$ cat config.mk
export PLATFORM = sky130hd
export DESIGN_NAME = rpbwm_host
export DESIGN_NICKNAME = d
export VERILOG_FILES = /design/src/core/rpbwm_pkg.sv /design/src/core/rpbwm_host.sv
export SDC_FILE = /design/constraint.sdc
export NUM_CORES = 1
export LEC_CHECK = 0
export BUFFER_PORTS_ARGS = -buffer_cell sky130_fd_sc_hd__buf_2
export CAP_MARGIN = 30
export CORE_UTILIZATION = 45
export DETAILED_ROUTE_END_ITERATION = 10
export PLACE_DENSITY = 0.7
export SLEW_MARGIN = 20
export SYNTH_ARGS = -nofsm -noshare
export SYNTH_HDL_FRONTEND = slang
export SYNTH_SLANG_ARGS = --single-unit
$ cat constraint.sdc
create_clock -name clock_i -period 3.2 [get_ports clock_i]
set_input_delay 0.16 -clock clock_i [delete_from_list [all_inputs] [get_ports clock_i]]
set_output_delay 0.16 -clock clock_i [all_outputs]
set_load 0.05 [all_outputs]
$ cat src/core/rpbwm_pkg.sv
// Package for the right port bus width matcher controller
package rpbwm_pkg;
    localparam int unsigned DATA_W = 32;
    localparam int unsigned ADDR_W = 12;
    localparam int unsigned PORT_W = 36;
    localparam int unsigned LANE_W = 9;
    localparam int unsigned RAM_AW = 15;
    // Register offsets (byte addresses)
    localparam logic [11:0] OFF_CFG = 12'h000;
    localparam logic [11:0] OFF_ADDR = 12'h004;
    localparam logic [11:0] OFF_WDLO = 12'h008;
    localparam logic [11:0] OFF_WDHI = 12'h00c;
    localparam logic [11:0] OFF_CMD = 12'h010;
    localparam logic [11:0] OFF_STAT = 12'h014;
    localparam logic [11:0] OFF_RDLO = 12'h018;
    localparam logic [11:0] OFF_RDHI = 12'h01c;
    // Config and command field positions
    localparam int unsigned CFG_NARROW = 0;
    localparam int unsigned CFG_SIZE = 1;
    localparam int unsigned CMD_GO = 0;
    localparam int unsigned CMD_WRITE = 1;
    localparam int unsigned CMD_TOKEN = 2;
    localparam logic [1:0] CFG_RESET = 2'h0;
    // Access timing
    localparam int unsigned CLK_PERIOD_NS = 10;
    localparam int unsigned ACCESS_NS = 20;
    localparam int unsigned ACCESS_CYC = (ACCESS_NS + CLK_PERIOD_NS - 1) / CLK_PERIOD_NS;
    localparam int unsigned RECOVER_NS = 10;
    localparam int unsigned RECOVER_CYC = (RECOVER_NS + CLK_PERIOD_NS - 1) / CLK_PERIOD_NS;
    typedef enum logic [1:0] {RPBWM_IDLE, RPBWM_ACCESS, RPBWM_RECOVER} rpbwm_state_e;
    typedef enum logic [1:0] {MODE_X36, MODE_OFF, MODE_X18, MODE_X9} rpbwm_mode_e;

    function automatic rpbwm_mode_e rpbwm_mode(input logic narrow, input logic size);
        rpbwm_mode = narrow ? (size ? MODE_X9 : MODE_X18) : (size ? MODE_OFF : MODE_X36);
    endfunction : rpbwm_mode
endpackage : rpbwm_pkg

$ cat src/core/rpbwm_host.sv
// Host controller driving the right port of a bus-matched dual-port RAM
module rpbwm_host
(
    input wire logic clock_i,
    input wire logic rstn_i,
    input wire logic psel_i,
    input wire logic penable_i,
    input wire logic pwrite_i,
    input wire logic [rpbwm_pkg::ADDR_W-1:0] paddr_i,
    input wire logic [rpbwm_pkg::DATA_W-1:0] pwdata_i,
    output logic [rpbwm_pkg::DATA_W-1:0] prdata_o,
    output logic pready_o,
    output logic pslverr_o,
    output logic narrow_mode_enable_o,
    output logic size_select_o,
    output logic word_lane_select_o,
    output logic byte_lane_select_o,
    output logic [rpbwm_pkg::RAM_AW-1:0] addr_o,
    output logic chip_en_n_o,
    output logic token_latch_select_n_o,
    output logic rw_o,
    output logic out_en_n_o,
    input wire logic [rpbwm_pkg::PORT_W-1:0] io_i,
    output logic [rpbwm_pkg::PORT_W-1:0] io_o,
    output logic [rpbwm_pkg::PORT_W-1:0] io_oe_o
);
    import rpbwm_pkg::*;

    rpbwm_state_e state_q;
    logic [1:0] cfg_q;
    logic [RAM_AW+1:0] addr_q;
    logic [PORT_W-1:0] wdata_q;
    logic [PORT_W-1:0] rdata_q;
    logic wr_q;
    logic tok_q;
    logic busy_q;
    logic done_q;
    logic [3:0] cnt_q;
    rpbwm_mode_e mode;
    logic bus_wr;
    logic bus_rd;
    logic go;
    logic lane_word;
    logic lane_byte;

    assign mode = rpbwm_mode(cfg_q[CFG_NARROW], cfg_q[CFG_SIZE]);
    assign bus_wr = psel_i && penable_i && pwrite_i;
    assign bus_rd = psel_i && !penable_i && !pwrite_i;
    assign go = bus_wr && paddr_i == OFF_CMD && pwdata_i[CMD_GO] && state_q == RPBWM_IDLE;
    assign lane_word = (mode == MODE_X18 || mode == MODE_X9) && addr_q[RAM_AW];
    assign lane_byte = mode == MODE_X9 && addr_q[RAM_AW+1];

    // Slave answers in the access phase, zero wait states
    always_ff @(posedge clock_i or negedge rstn_i)
    begin
        if (!rstn_i)
            pready_o <= 1'b0;
        else
            pready_o <= psel_i && !penable_i;
    end

    always_ff @(posedge clock_i or negedge rstn_i)
    begin
        if (!rstn_i)
            pslverr_o <= 1'b0;
        else
            pslverr_o <= psel_i && !penable_i && paddr_i > OFF_RDHI;
    end

    always_ff @(posedge clock_i or negedge rstn_i)
    begin
        if (!rstn_i)
        begin
            prdata_o <= '0;
        end
        else if (bus_rd)
        begin
            case (paddr_i)
                OFF_CFG: prdata_o <= {30'h0, cfg_q};
                OFF_ADDR: prdata_o <= {{(DATA_W-RAM_AW-2){1'b0}}, addr_q};
                OFF_WDLO: prdata_o <= wdata_q[31:0];
                OFF_WDHI: prdata_o <= {28'h0, wdata_q[35:32]};
                OFF_STAT: prdata_o <= {30'h0, done_q, busy_q};
                OFF_RDLO: prdata_o <= rdata_q[31:0];
                OFF_RDHI: prdata_o <= {28'h0, rdata_q[35:32]};
                default: prdata_o <= '0;
            endcase
        end
    end

    // Width settings must stay static, so they only change while idle
    always_ff @(posedge clock_i or negedge rstn_i)
    begin
        if (!rstn_i)
            cfg_q <= CFG_RESET;
        else if (bus_wr && paddr_i == OFF_CFG && state_q == RPBWM_IDLE)
            cfg_q <= pwdata_i[1:0];
    end

    always_ff @(posedge clock_i or negedge rstn_i)
    begin
        if (!rstn_i)
        begin
            addr_q <= '0;
            wdata_q <= '0;
        end
        else if (state_q == RPBWM_IDLE && bus_wr)
        begin
            if (paddr_i == OFF_ADDR)
                addr_q <= pwdata_i[RAM_AW+1:0];
            if (paddr_i == OFF_WDLO)
                wdata_q[31:0] <= pwdata_i;
            if (paddr_i == OFF_WDHI)
                wdata_q[35:32] <= pwdata_i[3:0];
        end
    end

    always_ff @(posedge clock_i or negedge rstn_i)
    begin
        if (!rstn_i)
        begin
            wr_q <= 1'b0;
            tok_q <= 1'b0;
        end
        else if (go)
        begin
            wr_q <= pwdata_i[CMD_WRITE];
            tok_q <= pwdata_i[CMD_TOKEN];
        end
    end

    // Access sequencer
    always_ff @(posedge clock_i or negedge rstn_i)
    begin
        if (!rstn_i)
        begin
            state_q <= RPBWM_IDLE;
            cnt_q <= '0;
        end
        else
        begin
            case (state_q)
                RPBWM_IDLE:
                    if (go)
                    begin
                        state_q <= RPBWM_ACCESS;
                        cnt_q <= 4'(ACCESS_CYC - 1);
                    end
                RPBWM_ACCESS:
                    if (cnt_q == 4'h0)
                    begin
                        state_q <= RPBWM_RECOVER;
                        cnt_q <= 4'(RECOVER_CYC - 1);
                    end
                    else
                        cnt_q <= cnt_q - 4'h1;
                RPBWM_RECOVER:
                    if (cnt_q == 4'h0)
                        state_q <= RPBWM_IDLE;
                    else
                        cnt_q <= cnt_q - 4'h1;
                default: state_q <= RPBWM_IDLE;
            endcase
        end
    end

    always_ff @(posedge clock_i or negedge rstn_i)
    begin
        if (!rstn_i)
            busy_q <= 1'b0;
        else
            busy_q <= go || (busy_q && !(state_q == RPBWM_RECOVER && cnt_q == 4'h0));
    end

    // Completion wins over a software clear landing in the same cycle
    always_ff @(posedge clock_i or negedge rstn_i)
    begin
        if (!rstn_i)
            done_q <= 1'b0;
        else if (state_q == RPBWM_RECOVER && cnt_q == 4'h0)
            done_q <= 1'b1;
        else if (go || (bus_wr && paddr_i == OFF_STAT && pwdata_i[1]))
            done_q <= 1'b0;
    end

    // Read data captured at the end of the access, narrow lanes returned in the low bits
    always_ff @(posedge clock_i or negedge rstn_i)
    begin
        if (!rstn_i)
            rdata_q <= '0;
        else if (state_q == RPBWM_ACCESS && cnt_q == 4'h0 && !wr_q)
        begin
            case (mode)
                MODE_X18: rdata_q <= {18'h0, io_i[17:0]};
                MODE_X9: rdata_q <= {27'h0, io_i[8:0]};
                MODE_OFF: rdata_q <= {27'h0, io_i[8:0]};
                default: rdata_q <= io_i;
            endcase
        end
    end

    // Pin drivers; ignored lane selects held low, never floating
    always_ff @(posedge clock_i or negedge rstn_i)
    begin
        if (!rstn_i)
        begin
            narrow_mode_enable_o <= 1'b0;
            size_select_o <= 1'b0;
            word_lane_select_o <= 1'b0;
            byte_lane_select_o <= 1'b0;
            addr_o <= '0;
        end
        else
        begin
            narrow_mode_enable_o <= cfg_q[CFG_NARROW];
            size_select_o <= cfg_q[CFG_SIZE];
            addr_o <= addr_q[RAM_AW-1:0];
            word_lane_select_o <= lane_word;
            byte_lane_select_o <= lane_byte;
        end
    end

    always_ff @(posedge clock_i or negedge rstn_i)
    begin
        if (!rstn_i)
        begin
            chip_en_n_o <= 1'b1;
            token_latch_select_n_o <= 1'b1;
            rw_o <= 1'b1;
            out_en_n_o <= 1'b1;
        end
        else
        begin
            // Disable mode keeps chip enable active for semaphore access
            chip_en_n_o <= !(state_q == RPBWM_ACCESS && (!tok_q || mode == MODE_OFF));
            token_latch_select_n_o <= !(state_q == RPBWM_ACCESS && tok_q);
            rw_o <= !(state_q == RPBWM_ACCESS && wr_q);
            out_en_n_o <= !(state_q == RPBWM_ACCESS && !wr_q);
        end
    end

    always_ff @(posedge clock_i or negedge rstn_i)
    begin
        if (!rstn_i)
        begin
            io_o <= '0;
            io_oe_o <= '0;
        end
        else
        begin
            io_o <= wdata_q;
            if (state_q == RPBWM_ACCESS && wr_q)
            begin
                case (mode)
                    MODE_X18: io_oe_o <= {18'h0, 18'h3ffff};
                    MODE_X9: io_oe_o <= {27'h0, 9'h1ff};
                    MODE_OFF: io_oe_o <= {35'h0, 1'b1};
                    default: io_oe_o <= '1;
                endcase
            end
            else
                io_oe_o <= '0;
        end
    end
endmodule : rpbwm_host

==> results of run 1 <==
report_power, final:
part | internal [uW] | switching [uW] | leakage [uW]
sequential | 2510 | 5.13 | 0.00257
combinational | 120 | 137 | 0.00256
clock | 1190 | 957 | 0.000290
metrics by stage:
| stage | total power, uW | worst slack (ns) | util [%] | instance area [sq um] | hold WS, ns |
|---|---|---|---|---|---|
| 6_report | 4924 | 0.7614 | 60.66 | 10200 | 0.01059 |
| 5_1_grt | 5090 | 0.6660 | 60.66 | 10200 | 0.006218 |
| 4_1_cts | 4985 | 0.7619 | 60.66 | 10200 | 0.004035 |
| 3_5_place_dp | 2762 | 0.7530 | 53.20 | 8947 | 0.3141 |
| 3_3_place_gp | 2761 | 0.7830 | 53.20 | 8947 | 0.3078 |
| 2_1_floorplan | 2626 | 1.017 | - | 7851 | -0.1356 |
how the worst max path moves through the flow:
| stage | to | cells past startpoint |
|---|---|---|
| after CTS | wdata_q[30] | 7 |
| after global placement | wdata_q[2] | 6 |
| after global routing | wdata_q[30] | 7 |
| after floorplan | addr_q[10] | 8 |
| final | wdata_q[7] | 7 |
| after detailed placement | wdata_q[3] | 6 |
layout by cell type (no fill, tap or decap), types with 3 or more instances in the layout:
cell type and instances:
sky130_fd_sc_hd__buf_4 13, sky130_fd_sc_hd__inv_6 4, sky130_fd_sc_hd__ha_1 6, sky130_fd_sc_hd__nand2b_1 3, sky130_fd_sc_hd__nand2_1 80, sky130_fd_sc_hd__nor2_1 21
sky130_fd_sc_hd__dfstp_2 4, sky130_fd_sc_hd__buf_2 212, sky130_fd_sc_hd__mux2i_1 21, sky130_fd_sc_hd__a22oi_1 17, sky130_fd_sc_hd__a221o_1 13, sky130_fd_sc_hd__nor3_1 5
sky130_fd_sc_hd__o21ai_0 42, sky130_fd_sc_hd__inv_1 9, sky130_fd_sc_hd__dlygate4sd3_1 65, sky130_fd_sc_hd__a21oi_1 16, sky130_fd_sc_hd__clkbuf_16 17, sky130_fd_sc_hd__nor2b_1 5
sky130_fd_sc_hd__o21ai_1 10, sky130_fd_sc_hd__nor4_1 7, sky130_fd_sc_hd__dfrtp_1 194, sky130_fd_sc_hd__clkinv_4 5, sky130_fd_sc_hd__mux2_2 55, sky130_fd_sc_hd__mux2_4 10
routing by layer:
layer  up-vias  share of wire (%)  track usage, %
met4         0                2.5           8.489
met1      2765                 45           29.21
met2       172                 49           34.97
met3        30                4.1           3.741
met5         -                  0               0
li1       2627                  -               -
cell families (layout without fill, tap and decap cells):
| logic type | count (synthesis) | after routing |
|---|---|---|
| flops | 198 | 198 |
| simple gates | 148 | 148 |
| compound gates | 109 | 109 |
| mux | 87 | 87 |
| buf+inv | 72 | 333 |
| fa+ha+maj | 6 | 6 |
registers in the layout, indices dropped and copies added, names as in the netlist, 4 cells and up:
register  count
wdata_q      36
prdata_o     32
rdata_q      36
cnt_q         4
addr_o       15
io_o         36
addr_q       17
io_oe_o       4
repair_timing:
action,in CTS,in global routing
hold buffers,65,0
hold endpoints to repair,172,0
resized for setup,0,0
worst min-delay path: cells and delay by family:
family | cells | cell delay, ns
AND/OR/NAND/NOR | 1 | 0.07
buffers and inverters | 1 | 0.10
AO/OA/AOI/OAI | 1 | 0.07
layout make-up:
class | count | area share (%)
tap | 220 | 2.698
timing repair buffer | 292 | 18.06
sequential | 198 | 48.61
inverter | 9 | 0.3311
multi-input combinational | 350 | 24.37
clock buffer | 18 | 4.305
clock inverter | 14 | 1.619
==> flow_summary.json, run 1 <==
{
  "avgRoutedWirePerCell_um": 16.88,
  "cp_top_family": "simple AND/OR/NAND/NOR gates",
  "max_cap_violations": 0,
  "totalWireLength_um": 18580,
  "avg_inst_size_synth_sq_um": 12.66,
  "seq_area_frac_synth_pct": 63.17,
  "placedCellCount": 1004,
  "final_antenna_net_count": 0,
  "setup-violations-final": 0,
  "path_class": "in2reg",
  "total_number_of_vias": 5594,
  "yosys.cell_count.top_type": "sky130_fd_sc_hd__dfrtp_1",
  "async_flop_share_pct": 100.0,
  "initial_utilization_pct": 46.68,
  "crit_path_start_kind": "input port",
  "drt_drc_violations_left": 0,
  "final.setup.tns_ns": 0,
  "synthToLayoutAreaGrowth_pct": 29.94,
  "setup.worst_path.start": "paddr_i[5]",
  "placement.io_buffers": 213,
  "rr_worst_depth": 7,
  "io_pins": 214,
  "grt_start_max_net_pins": 103,
  "maximum_fanout_encountered_on_the_critical_timing_path": 22,
  "worst_ir_drop_vdd_mv": 0.3868,
  "cp_slowest_stage_delay_ns": 0.55,
  "yosys-top-cells-area": "sky130_fd_sc_hd__dfrtp_1 (62%), sky130_fd_sc_hd__mux2_2 (7.9%), sky130_fd_sc_hd__nand2_1 (3.8%)",
  "die-width_um": 134.1,
  "max_slew.worst_pin.slew_ns": 0.8210,
  "cts_tree": "built",
  "grt.total_usage_pct": 21.64,
  "whs_endpoint": "rdata_q[31]",
  "achievable-frequency_mhz": 410.1,
  "multi_input_gate_area_sq_um": 2486,
  "clock_sinks": 198,
  "worstPathRequired_ns": 3.51,
  "ys_seq_elements": 198,
  "buf_inv_stages_crit_path": 3,
  "cts_post_setup_buffers_inserted": 0,
  "sequential_cell_area_sq_um": 4960,
  "drt_iter0_markers": 325,
  "routed_via_density": 5.081,
  "fin_cells": 1101,
  "placementRows": 47,
  "syn-num-nets": 711,
  "final.period_utilization_pct": 76.21,
  "synthAdderAreaFrac_pct": 0.9562,
  "yosys.area_share.xor_xnor_pct": 0,
  "worst_hold_path_type": "in2reg",
  "run_status": "complete, no violations",
  "die_height_um": 134.1,
  "first_global_vias": 5502,
  "synth_top_area_share_pct": 61.83,
  "worstSkewPairLatency_ns": 0.43,
  "core_area_sq_um": 16820,
  "yosysWarningCount": 0,
  "worst_clock_skew_ns": 0.007882,
  "synth.lib_cells_used.distinct": 50,
  "slew_violations": 0,
  "hold_path.startpoint": "io_i[31]",
  "hpwlAfterDp_um": 12410,
  "synthDominantAreaCellType": "sky130_fd_sc_hd__dfrtp_1",
  "critPathCaptureType": "flip-flop",
  "final.fill_count": 1394,
  "gp_congestion": 0.8130,
  "synth-edff-count": 0,
  "antenna_cells": 0,
  "register_to_register_path_setup_slack_ns": 0.85,
  "timing.critical_path.slowest_stage_cell": "sky130_fd_sc_hd__dlygate4sd3_1",
  "rr_startpoint": "state_q[0]",
  "cp.arrival_ns": 2.75,
  "clock_transition_at_the_registers_of_the_reported_paths_ns": 0.07,
  "drt-pass1-iter-count": 5,
  "synth_top_family_by_area": "multiplexers",
  "reg2reg_to": "addr_q[10]",
  "initial_antenna_violation_count": 0,
  "synth.cells.most_frequent": "sky130_fd_sc_hd__dfrtp_1 (194), sky130_fd_sc_hd__nand2_1 (80), sky130_fd_sc_hd__mux2_2 (55)",
  "final_hold_viol_count": 0,
  "relative_slew_margins_pct": 45.26,
  "mappedNetlistArea_sq_um": 7851,
  "post_synthesis_share_of_cell_area_spent_on_and_or_nand_and_nor_gates_pct": 9.163,
  "power.density_cell_area_nw_per_um2": 482.7,
  "overflow": 0,
  "grt_setup_unrepaired": "no",
  "fin_crit_ns": 2.439,
  "timing.critical_path.cells": "dlygate4sd3_1 > buf_2 > or3_1 > or3_4 > nor4_4 > buf_4 > mux2_2",
  "depth_of_the_worst_hold_timing_path": 3,
  "clockRootBuffer": "sky130_fd_sc_hd__clkbuf_16",
  "clk_path_buf_depth": 2,
  "cts_made_buffers": 17,
  "fp.dieArea_sq_um": 17980,
  "first_pass_grt_wire_length_um": 29480,
  "yosys-mux-area-fraction_pct": 12.62,
  "layout.nets": 959,
  "synth_compound_gate_area_share_pct": 8.749,
  "post_synth_top_flop": "sky130_fd_sc_hd__dfrtp_1",
  "cts_htree_levels": 4,
  "netlist_instances": 620,
  "drive_above_1_share_pct": 38.59,
  "p_leak_uw": 0.005424
}
No activity file was read; power rests on OpenSTA's default activity.
==> run 2, diff against run 1 <==
--- a/config.mk
+++ b/config.mk
@@ -5,11 +5,12 @@
 export SDC_FILE = /design/constraint.sdc
 export NUM_CORES = 1
 export LEC_CHECK = 0
+export ABC_AREA = 1
 export BUFFER_PORTS_ARGS = -buffer_cell sky130_fd_sc_hd__buf_2
 export CAP_MARGIN = 30
 export CORE_UTILIZATION = 45
 export DETAILED_ROUTE_END_ITERATION = 10
-export PLACE_DENSITY = 0.7
+export PLACE_DENSITY = 0.73
 export SLEW_MARGIN = 20
 export SYNTH_ARGS = -nofsm -noshare
 export SYNTH_HDL_FRONTEND = slang
==> constraint.sdc (replaced) <==
create_clock -name clock_i -period 2 [get_ports clock_i]
set_input_delay 0.1 -clock clock_i [delete_from_list [all_inputs] [get_ports clock_i]]
set_output_delay 0.1 -clock clock_i [all_outputs]
set_load 0.05 [all_outputs]
==> run 2 against run 1 <==
Against the previous run:
- via count up 19%
- largest cell class unchanged
- register-to-register slack worse by 0.67 ns
- synthesized area up 2.9%
- highest routed layer unchanged
- clock power up 54%
- power up 99%
==> flow_summary.json, run 2 <==
{
  "run_status": "complete, no violations",
  "initial_antenna_violation_count": 0,
  "synthToLayoutAreaGrowth_pct": 29.30,
  "clock_sinks": 198,
  "crit_path_start_kind": "flip-flop",
  "worst_hold_path_type": "in2reg",
  "post_synthesis_share_of_cell_area_spent_on_and_or_nand_and_nor_gates_pct": 23.86,
  "layout.nets": 1208,
  "cts_post_setup_buffers_inserted": 0,
  "final_cell_mix": "sky130_fd_sc_hd__nand2_1 (303), sky130_fd_sc_hd__buf_2 (212), sky130_fd_sc_hd__dfrtp_1 (194), sky130_fd_sc_hd__nand3_1 (87), sky130_fd_sc_hd__dlygate4sd3_1 (69)",
  "cts_made_buffers": 17,
  "avg_inst_size_synth_sq_um": 9.331,
  "timing.critical_path.slowest_stage_cell": "sky130_fd_sc_hd__dfrtp_1",
  "cp.arrival_ns": 2.16,
  "seq_area_frac_synth_pct": 61.38,
  "core_area_sq_um": 17420,
  "final.setup.tns_ns": 0,
  "grt.total_usage_pct": 23.58,
  "yosysWarningCount": 0,
  "drt_iter0_markers": 378,
  "yosys.cell_count.top_type": "sky130_fd_sc_hd__nand2_1",
  "synth_compound_gate_area_share_pct": 5.435,
  "path_class": "reg2reg",
  "ctsResizeCount": 0,
  "first_pass_grt_wire_length_um": 33260,
  "fin_crit_ns": 1.819,
  "timing.critical_path.cells": "inv_1 > ha_1 > inv_1 > nor2_4 > nand3b_4 > o21ai_0",
  "timing.critical_path.mode_cell": "sky130_fd_sc_hd__inv_1",
  "fp.dieArea_sq_um": 18500,
  "max_cap_violations": 0,
  "largest_registers": "io_o (36), rdata_q (36), wdata_q (36)",
  "synth.lib_cells_used.distinct": 33,
  "grt_setup_unrepaired": "no",
  "relative_slew_margins_pct": 56.90,
  "synth-edff-count": 0,
  "yosys-top-cells-area": "sky130_fd_sc_hd__dfrtp_1 (60%), sky130_fd_sc_hd__nand2_1 (14%), sky130_fd_sc_hd__nand3_1 (5.4%)",
  "die_height_um": 136,
  "post_synth_top_flop": "sky130_fd_sc_hd__dfrtp_1",
  "clockRootBuffer": "sky130_fd_sc_hd__clkbuf_16",
  "syn-num-nets": 957,
  "synth_top_family_by_area": "simple AND/OR/NAND/NOR gates",
  "total_number_of_vias": 6672,
  "slew_violations": 0,
  "netlist_instances": 866,
  "clock_transition_at_the_registers_of_the_reported_paths_ns": 0.07,
  "cts_htree_levels": 4,
  "post-route-util_pct": 59.99,
  "drt-pass1-iter-count": 5,
  "synthAdderAreaFrac_pct": 0.9291,
  "ys_seq_elements": 198,
  "cp_top_family": "simple AND/OR/NAND/NOR gates",
  "final.fill_count": 1480,
  "maximum_fanout_encountered_on_the_critical_timing_path": 34,
  "final_antenna_net_count": 0,
  "hpwlAfterDp_um": 13970,
  "routed_via_density": 4.928,
  "antenna_cells": 0,
  "final_hold_viol_count": 0,
  "clk_path_buf_depth": 2,
  "drive_above_1_share_pct": 25.78,
  "worstSkewPairLatency_ns": 0.43,
  "buf_inv_stages_crit_path": 2,
  "placementRows": 48,
  "synthDominantAreaCellType": "sky130_fd_sc_hd__dfrtp_1",
  "gp_congestion": 0.8712,
  "io_pins": 214,
  "worstPathRequired_ns": 2.34,
  "critPathCaptureType": "flip-flop",
  "worst_clock_skew_ns": 0.01086,
  "yosys.area_share.xor_xnor_pct": 0.2168,
  "mappedNetlistArea_sq_um": 8080,
  "max_slew.worst_pin.slew_ns": 0.6459,
  "drt_drc_violations_left": 0,
  "totalWireLength_um": 21010,
  "cts_tree": "built",
  "placement.io_buffers": 213,
  "avgRoutedWirePerCell_um": 15.52,
  "yosys-mux-area-fraction_pct": 0,
  "async_flop_share_pct": 100.0,
  "synth_top_area_share_pct": 60.08,
  "die-width_um": 136,
  "synth.cells.most_frequent": "sky130_fd_sc_hd__nand2_1 (303), sky130_fd_sc_hd__dfrtp_1 (194), sky130_fd_sc_hd__nand3_1 (87)",
  "initial_utilization_pct": 46.39,
  "p_leak_uw": 0.005842,
  "setup-violations-final": 0,
  "register_to_register_path_setup_slack_ns": 0.18,
  "grt_start_max_net_pins": 59,
  "achievable-frequency_mhz": 549.6,
  "cp_slowest_stage_delay_ns": 0.42,
  "first_global_vias": 6465,
  "power.density_cell_area_nw_per_um2": 936.1,
  "overflow": 0,
  "final.period_utilization_pct": 90.97,
  "layout.cells.most_common": "sky130_fd_sc_hd__nand2_1",
  "worst_ir_drop_vdd_mv": 0.6135
}
==> run 2: cell count changes in the layout (fill, tap and decap cells not counted), sizes merged, moves of 13 or more <==
cell	change
a22oi	-17
a221o	-13
nor2	+16
nand2	+229
inv	+52
mux2	-66
mux2i	-21
o21ai	+22
nand3	+86
==> run 2: layout make-up <==
| cell class | count | area (sq um) | share of cell area (%) |
|---|---|---|---|
| clock buffer | 20 | 466.7 | 4.467 |
| clock inverter | 11 | 98.84 | 0.9461 |
| inverter | 64 | 245.2 | 2.347 |
| multi-input combinational | 538 | 2472 | 23.66 |
| sequential | 198 | 4960 | 47.47 |
| tap | 225 | 281.5 | 2.695 |
| timing repair buffer | 298 | 1923 | 18.41 |
==> run 2: kinds of logic after synthesis <==
family	count (synthesis)
fa+ha+maj	6
flops	198
compound gates	86
xor+xnor	2
buf+inv	130
simple gates	444
==> run 2: report_power, final <==
part / switching, uW / internal, uW / leakage [uW]
registers: 211 / 4470 / 0.00264
clock network: 1500 / 1810 / 0.000274
logic: 1160 / 637 / 0.00293
total: 2860 / 6920 / 0.00584
==> run 2: path summary, 6_finish.rpt <==
check	startpoint	to	cells past startpoint
max in group asynchronous	rstn_i	io_o[22]	3
min in group asynchronous	rstn_i	addr_o[6]	2
hold / removal	pwdata_i[1]	done_q	4
hold reg to reg	wdata_q[18]	io_o[18]	0
setup reg to reg	state_q[0]	addr_q[16]	6
setup / recovery	state_q[0]	addr_q[16]	6
==> run 2: repair_timing <==
action	4_1_cts	5_1_grt
setup endpoints to repair	0	0
hold buffers	69	0
hold endpoints to repair	135	0
==> run 2: layer usage <==
metal,wire [um],GRT usage [%],vias up
li1,-,-,3205
met1,9082,31.42,3209
met2,10250,38.64,227
met3,1354,4.922,31
met4,319,7.160,0
met5,0,0,-
==> run 2: worst register-to-register path: cells and delay by family, from the launching register on <==
| kind | cells | cell delay (ns) |
|---|---|---|
| AO/OA/AOI/OAI | 1 | 0.31 |
| adder cells (fa/ha/maj) | 1 | 0.26 |
| buffers and inverters | 2 | 0.20 |
| AND/OR/NAND/NOR | 2 | 0.54 |
| flip-flops | 1 | 0.42 |
==> run 2: per-stage QoR <==
| step | total power, uW | hold slack, ns | worst slack [ns] | cell area (sq um) | instances |
|---|---|---|---|---|---|
| 3_5_place_dp | 6443 | 0.1157 | 0.2178 | 9191 | 1254 |
| 3_3_place_gp | 6369 | 0.1109 | 0.2854 | 9191 | 1254 |
| 5_1_grt | 10270 | 0.04217 | 0.04812 | 10450 | 1354 |
| 4_1_cts | 9840 | 0.01053 | 0.1816 | 10450 | 1354 |
| 6_report | 9780 | 0.02617 | 0.1806 | 10450 | 1354 |
| 2_1_floorplan | 5891 | -0.1956 | 0.4291 | 8080 | 866 |
==> run 3, diff against run 2 <==
--- a/config.mk
+++ b/config.mk
@@ -10,6 +10,7 @@
 export CAP_MARGIN = 30
 export CORE_UTILIZATION = 45
 export DETAILED_ROUTE_END_ITERATION = 10
+export GPL_TIMING_DRIVEN = 0
 export PLACE_DENSITY = 0.73
 export SLEW_MARGIN = 20
 export SYNTH_ARGS = -nofsm -noshare
==> run 3 against run 2 <==
Against the previous run:
- sequential cell count unchanged
- critical path type unchanged
- worst setup slack worse by 0.064 ns
- maximum frequency down 3.4%
- highest routed layer unchanged
- die area unchanged
==> flow_summary.json, run 3 (synthesis gave the netlist of run 2 again) <==
{
  "drt-pass1-iter-count": 5,
  "clock_transition_at_the_registers_of_the_reported_paths_ns": 0.07,
  "antenna_cells": 0,
  "fin_crit_ns": 1.884,
  "cp_slowest_stage_delay_ns": 0.41,
  "crit_path_start_kind": "flip-flop",
  "placement.io_buffers": 213,
  "final_antenna_net_count": 0,
  "overflow": 0,
  "drive_above_1_share_pct": 28.63,
  "drt_iter0_markers": 416,
  "synthToLayoutAreaGrowth_pct": 34.38,
  "p_leak_uw": 0.006113,
  "path_class": "reg2reg",
  "routed_via_density": 4.907,
  "achievable-frequency_mhz": 530.9,
  "die_height_um": 136,
  "cp.arrival_ns": 2.19,
  "critPathCaptureType": "flip-flop",
  "timing.critical_path.mode_cell": "sky130_fd_sc_hd__inv_1",
  "netSwitchingPower_uw": 3016,
  "largest_registers": "io_o (36), rdata_q (36), wdata_q (36)",
  "fp.dieArea_sq_um": 18500,
  "layout.cells.most_common": "sky130_fd_sc_hd__nand2_1",
  "comb_power_share_pct": 18.5,
  "totalPowerFinal_uw": 10210,
  "post-route-util_pct": 62.34,
  "totalWireLength_um": 22010,
  "cts_tree": "built",
  "worstPathRequired_ns": 2.31,
  "slew_violations": 0,
  "total_number_of_vias": 6914,
  "clockRootBuffer": "sky130_fd_sc_hd__clkbuf_16",
  "core_area_sq_um": 17420,
  "gp_congestion": 0.8878,
  "layout.nets": 1262,
  "io_pins": 214,
  "final_hold_viol_count": 0,
  "buf_inv_stages_crit_path": 4,
  "avgRoutedWirePerCell_um": 15.62,
  "timing.critical_path.cells": "inv_1 > ha_1 > inv_1 > nor2_4 > buf_4 > nand3b_4 > clkbuf_2 > nand2_1 > o21ai_0",
  "register_to_register_path_setup_slack_ns": 0.12,
  "max_slew.worst_pin.slew_ns": 0.6809,
  "power.density_cell_area_nw_per_um2": 940.1,
  "placementRows": 48,
  "first_pass_grt_wire_length_um": 34470,
  "die-width_um": 136,
  "clock_sinks": 198,
  "max_cap_violations": 0,
  "worstSkewPairLatency_ns": 0.44,
  "initial_utilization_pct": 46.39,
  "drt_drc_violations_left": 0,
  "worst_ir_drop_vdd_mv": 0.7330,
  "relative_slew_margins_pct": 54.44,
  "final_cell_mix": "sky130_fd_sc_hd__nand2_1 (303), sky130_fd_sc_hd__buf_2 (227), sky130_fd_sc_hd__dfrtp_1 (194), sky130_fd_sc_hd__nand3_1 (87), sky130_fd_sc_hd__dlygate4sd3_1 (70)",
  "power_frac_clock_pct": 35.6,
  "swShare_pct": 29.55,
  "setup_slack_ns": 0.1164,
  "first_global_vias": 6839,
  "initial_antenna_violation_count": 0,
  "grt.total_usage_pct": 24.73,
  "final.period_utilization_pct": 94.18,
  "worst_hold_path_type": "in2reg",
  "worst_clock_skew_ns": 0.008095,
  "clk_path_buf_depth": 2,
  "fin_cells": 1409,
  "internal_power_uw": 7191,
  "placedCellCount": 1306,
  "setup-violations-final": 0,
  "post-place-ws_ns": -0.05415,
  "sequentialPowerShare_pct": 45.9,
  "timing.critical_path.slowest_stage_cell": "sky130_fd_sc_hd__dfrtp_1",
  "maximum_fanout_encountered_on_the_critical_timing_path": 10,
  "cp_top_family": "buffers and inverters",
  "hpwlAfterDp_um": 15120,
  "cts_htree_levels": 4,
  "grt_start_max_net_pins": 87,
  "run_status": "complete, no violations",
  "cts_made_buffers": 17
}
## run 3: cell count changes in the layout (fill, tap and decap cells not counted), sizes merged
cell | previous run | this run
buf | 228 | 269
clkbuf | 21 | 31
inv | 66 | 70
bufinv | 1 | 3
clkinv | 5 | 3
clkinvlp | 3 | 2
dlygate4sd3 | 69 | 70
## run 3: worst min-delay path: cells and delay by family
family          cells  cell delay [ns]
compound gates      1             0.15
buf+inv             2             0.17
## run 3: cell type report
type                    count  area (sq um)
fillers                  1451          6559
flip-flops and latches    198          4960
multi-input cells         538          2467
repair buffers            287          1847
clock buffers              18         439.2
plain buffers              65         431.7
well taps                 225         281.5
inverters                  64         245.2
clock inverters            14         186.4
## run 3: through the flow
stage | hold slack (ns) | instance area, sq um | setup TNS [ns]
6_report | 0.02655 | 10860 | 0
2_1_floorplan | -0.1956 | 8080 | 0
3_3_place_gp | 0.3063 | 9428 | -460.12
5_1_grt | 0.06487 | 10860 | -0.006269
3_5_place_dp | -0.02077 | 9493 | -0.3967
4_1_cts | 0.01764 | 10820 | 0
## run 3: layer usage
layer	vias up	track usage, %	wire length [um]
li1	3316	-	-
met1	3333	31.84	9378
met2	243	41.85	11010
met3	22	4.586	1330
met4	0	8.333	285
met5	-	0	0
## run 3: worst paths after layout
kind / start / endpoint / cells after the start
hold reg to reg: cfg_q[0] / narrow_mode_enable_o / 0
min in group asynchronous: rstn_i / wdata_q[5] / 2
max in group asynchronous: rstn_i / out_en_n_o / 3
setup reg to reg: state_q[1] / addr_q[15] / 9
setup / recovery: state_q[1] / addr_q[15] / 9
hold / removal: pwdata_i[0] / wdata_q[0] / 3
## run 3: power groups by stage
| stage | combinational (uW) | clock [uW] | sequential [uW] |
|---|---|---|---|
| after floorplan | 1100 | 0 | 4790 |
| after global placement | 1640 | 0 | 4740 |
| after detailed placement | 1720 | 0 | 4750 |
| after CTS | 1860 | 3680 | 4680 |
| after global routing | 2160 | 3830 | 4730 |
| final | 1890 | 3630 | 4690 |
## run 3: repair_timing
| item | CTS | global route |
|---|---|---|
| pin swaps | 0 | 2 |
| endpoints found under the hold margin | 278 | 0 |
| buffers inserted | 0 | 2 |
| hold buffers | 70 | 0 |
| resized for setup | 1 | 23 |
| setup endpoints to repair | 23 | 80 |
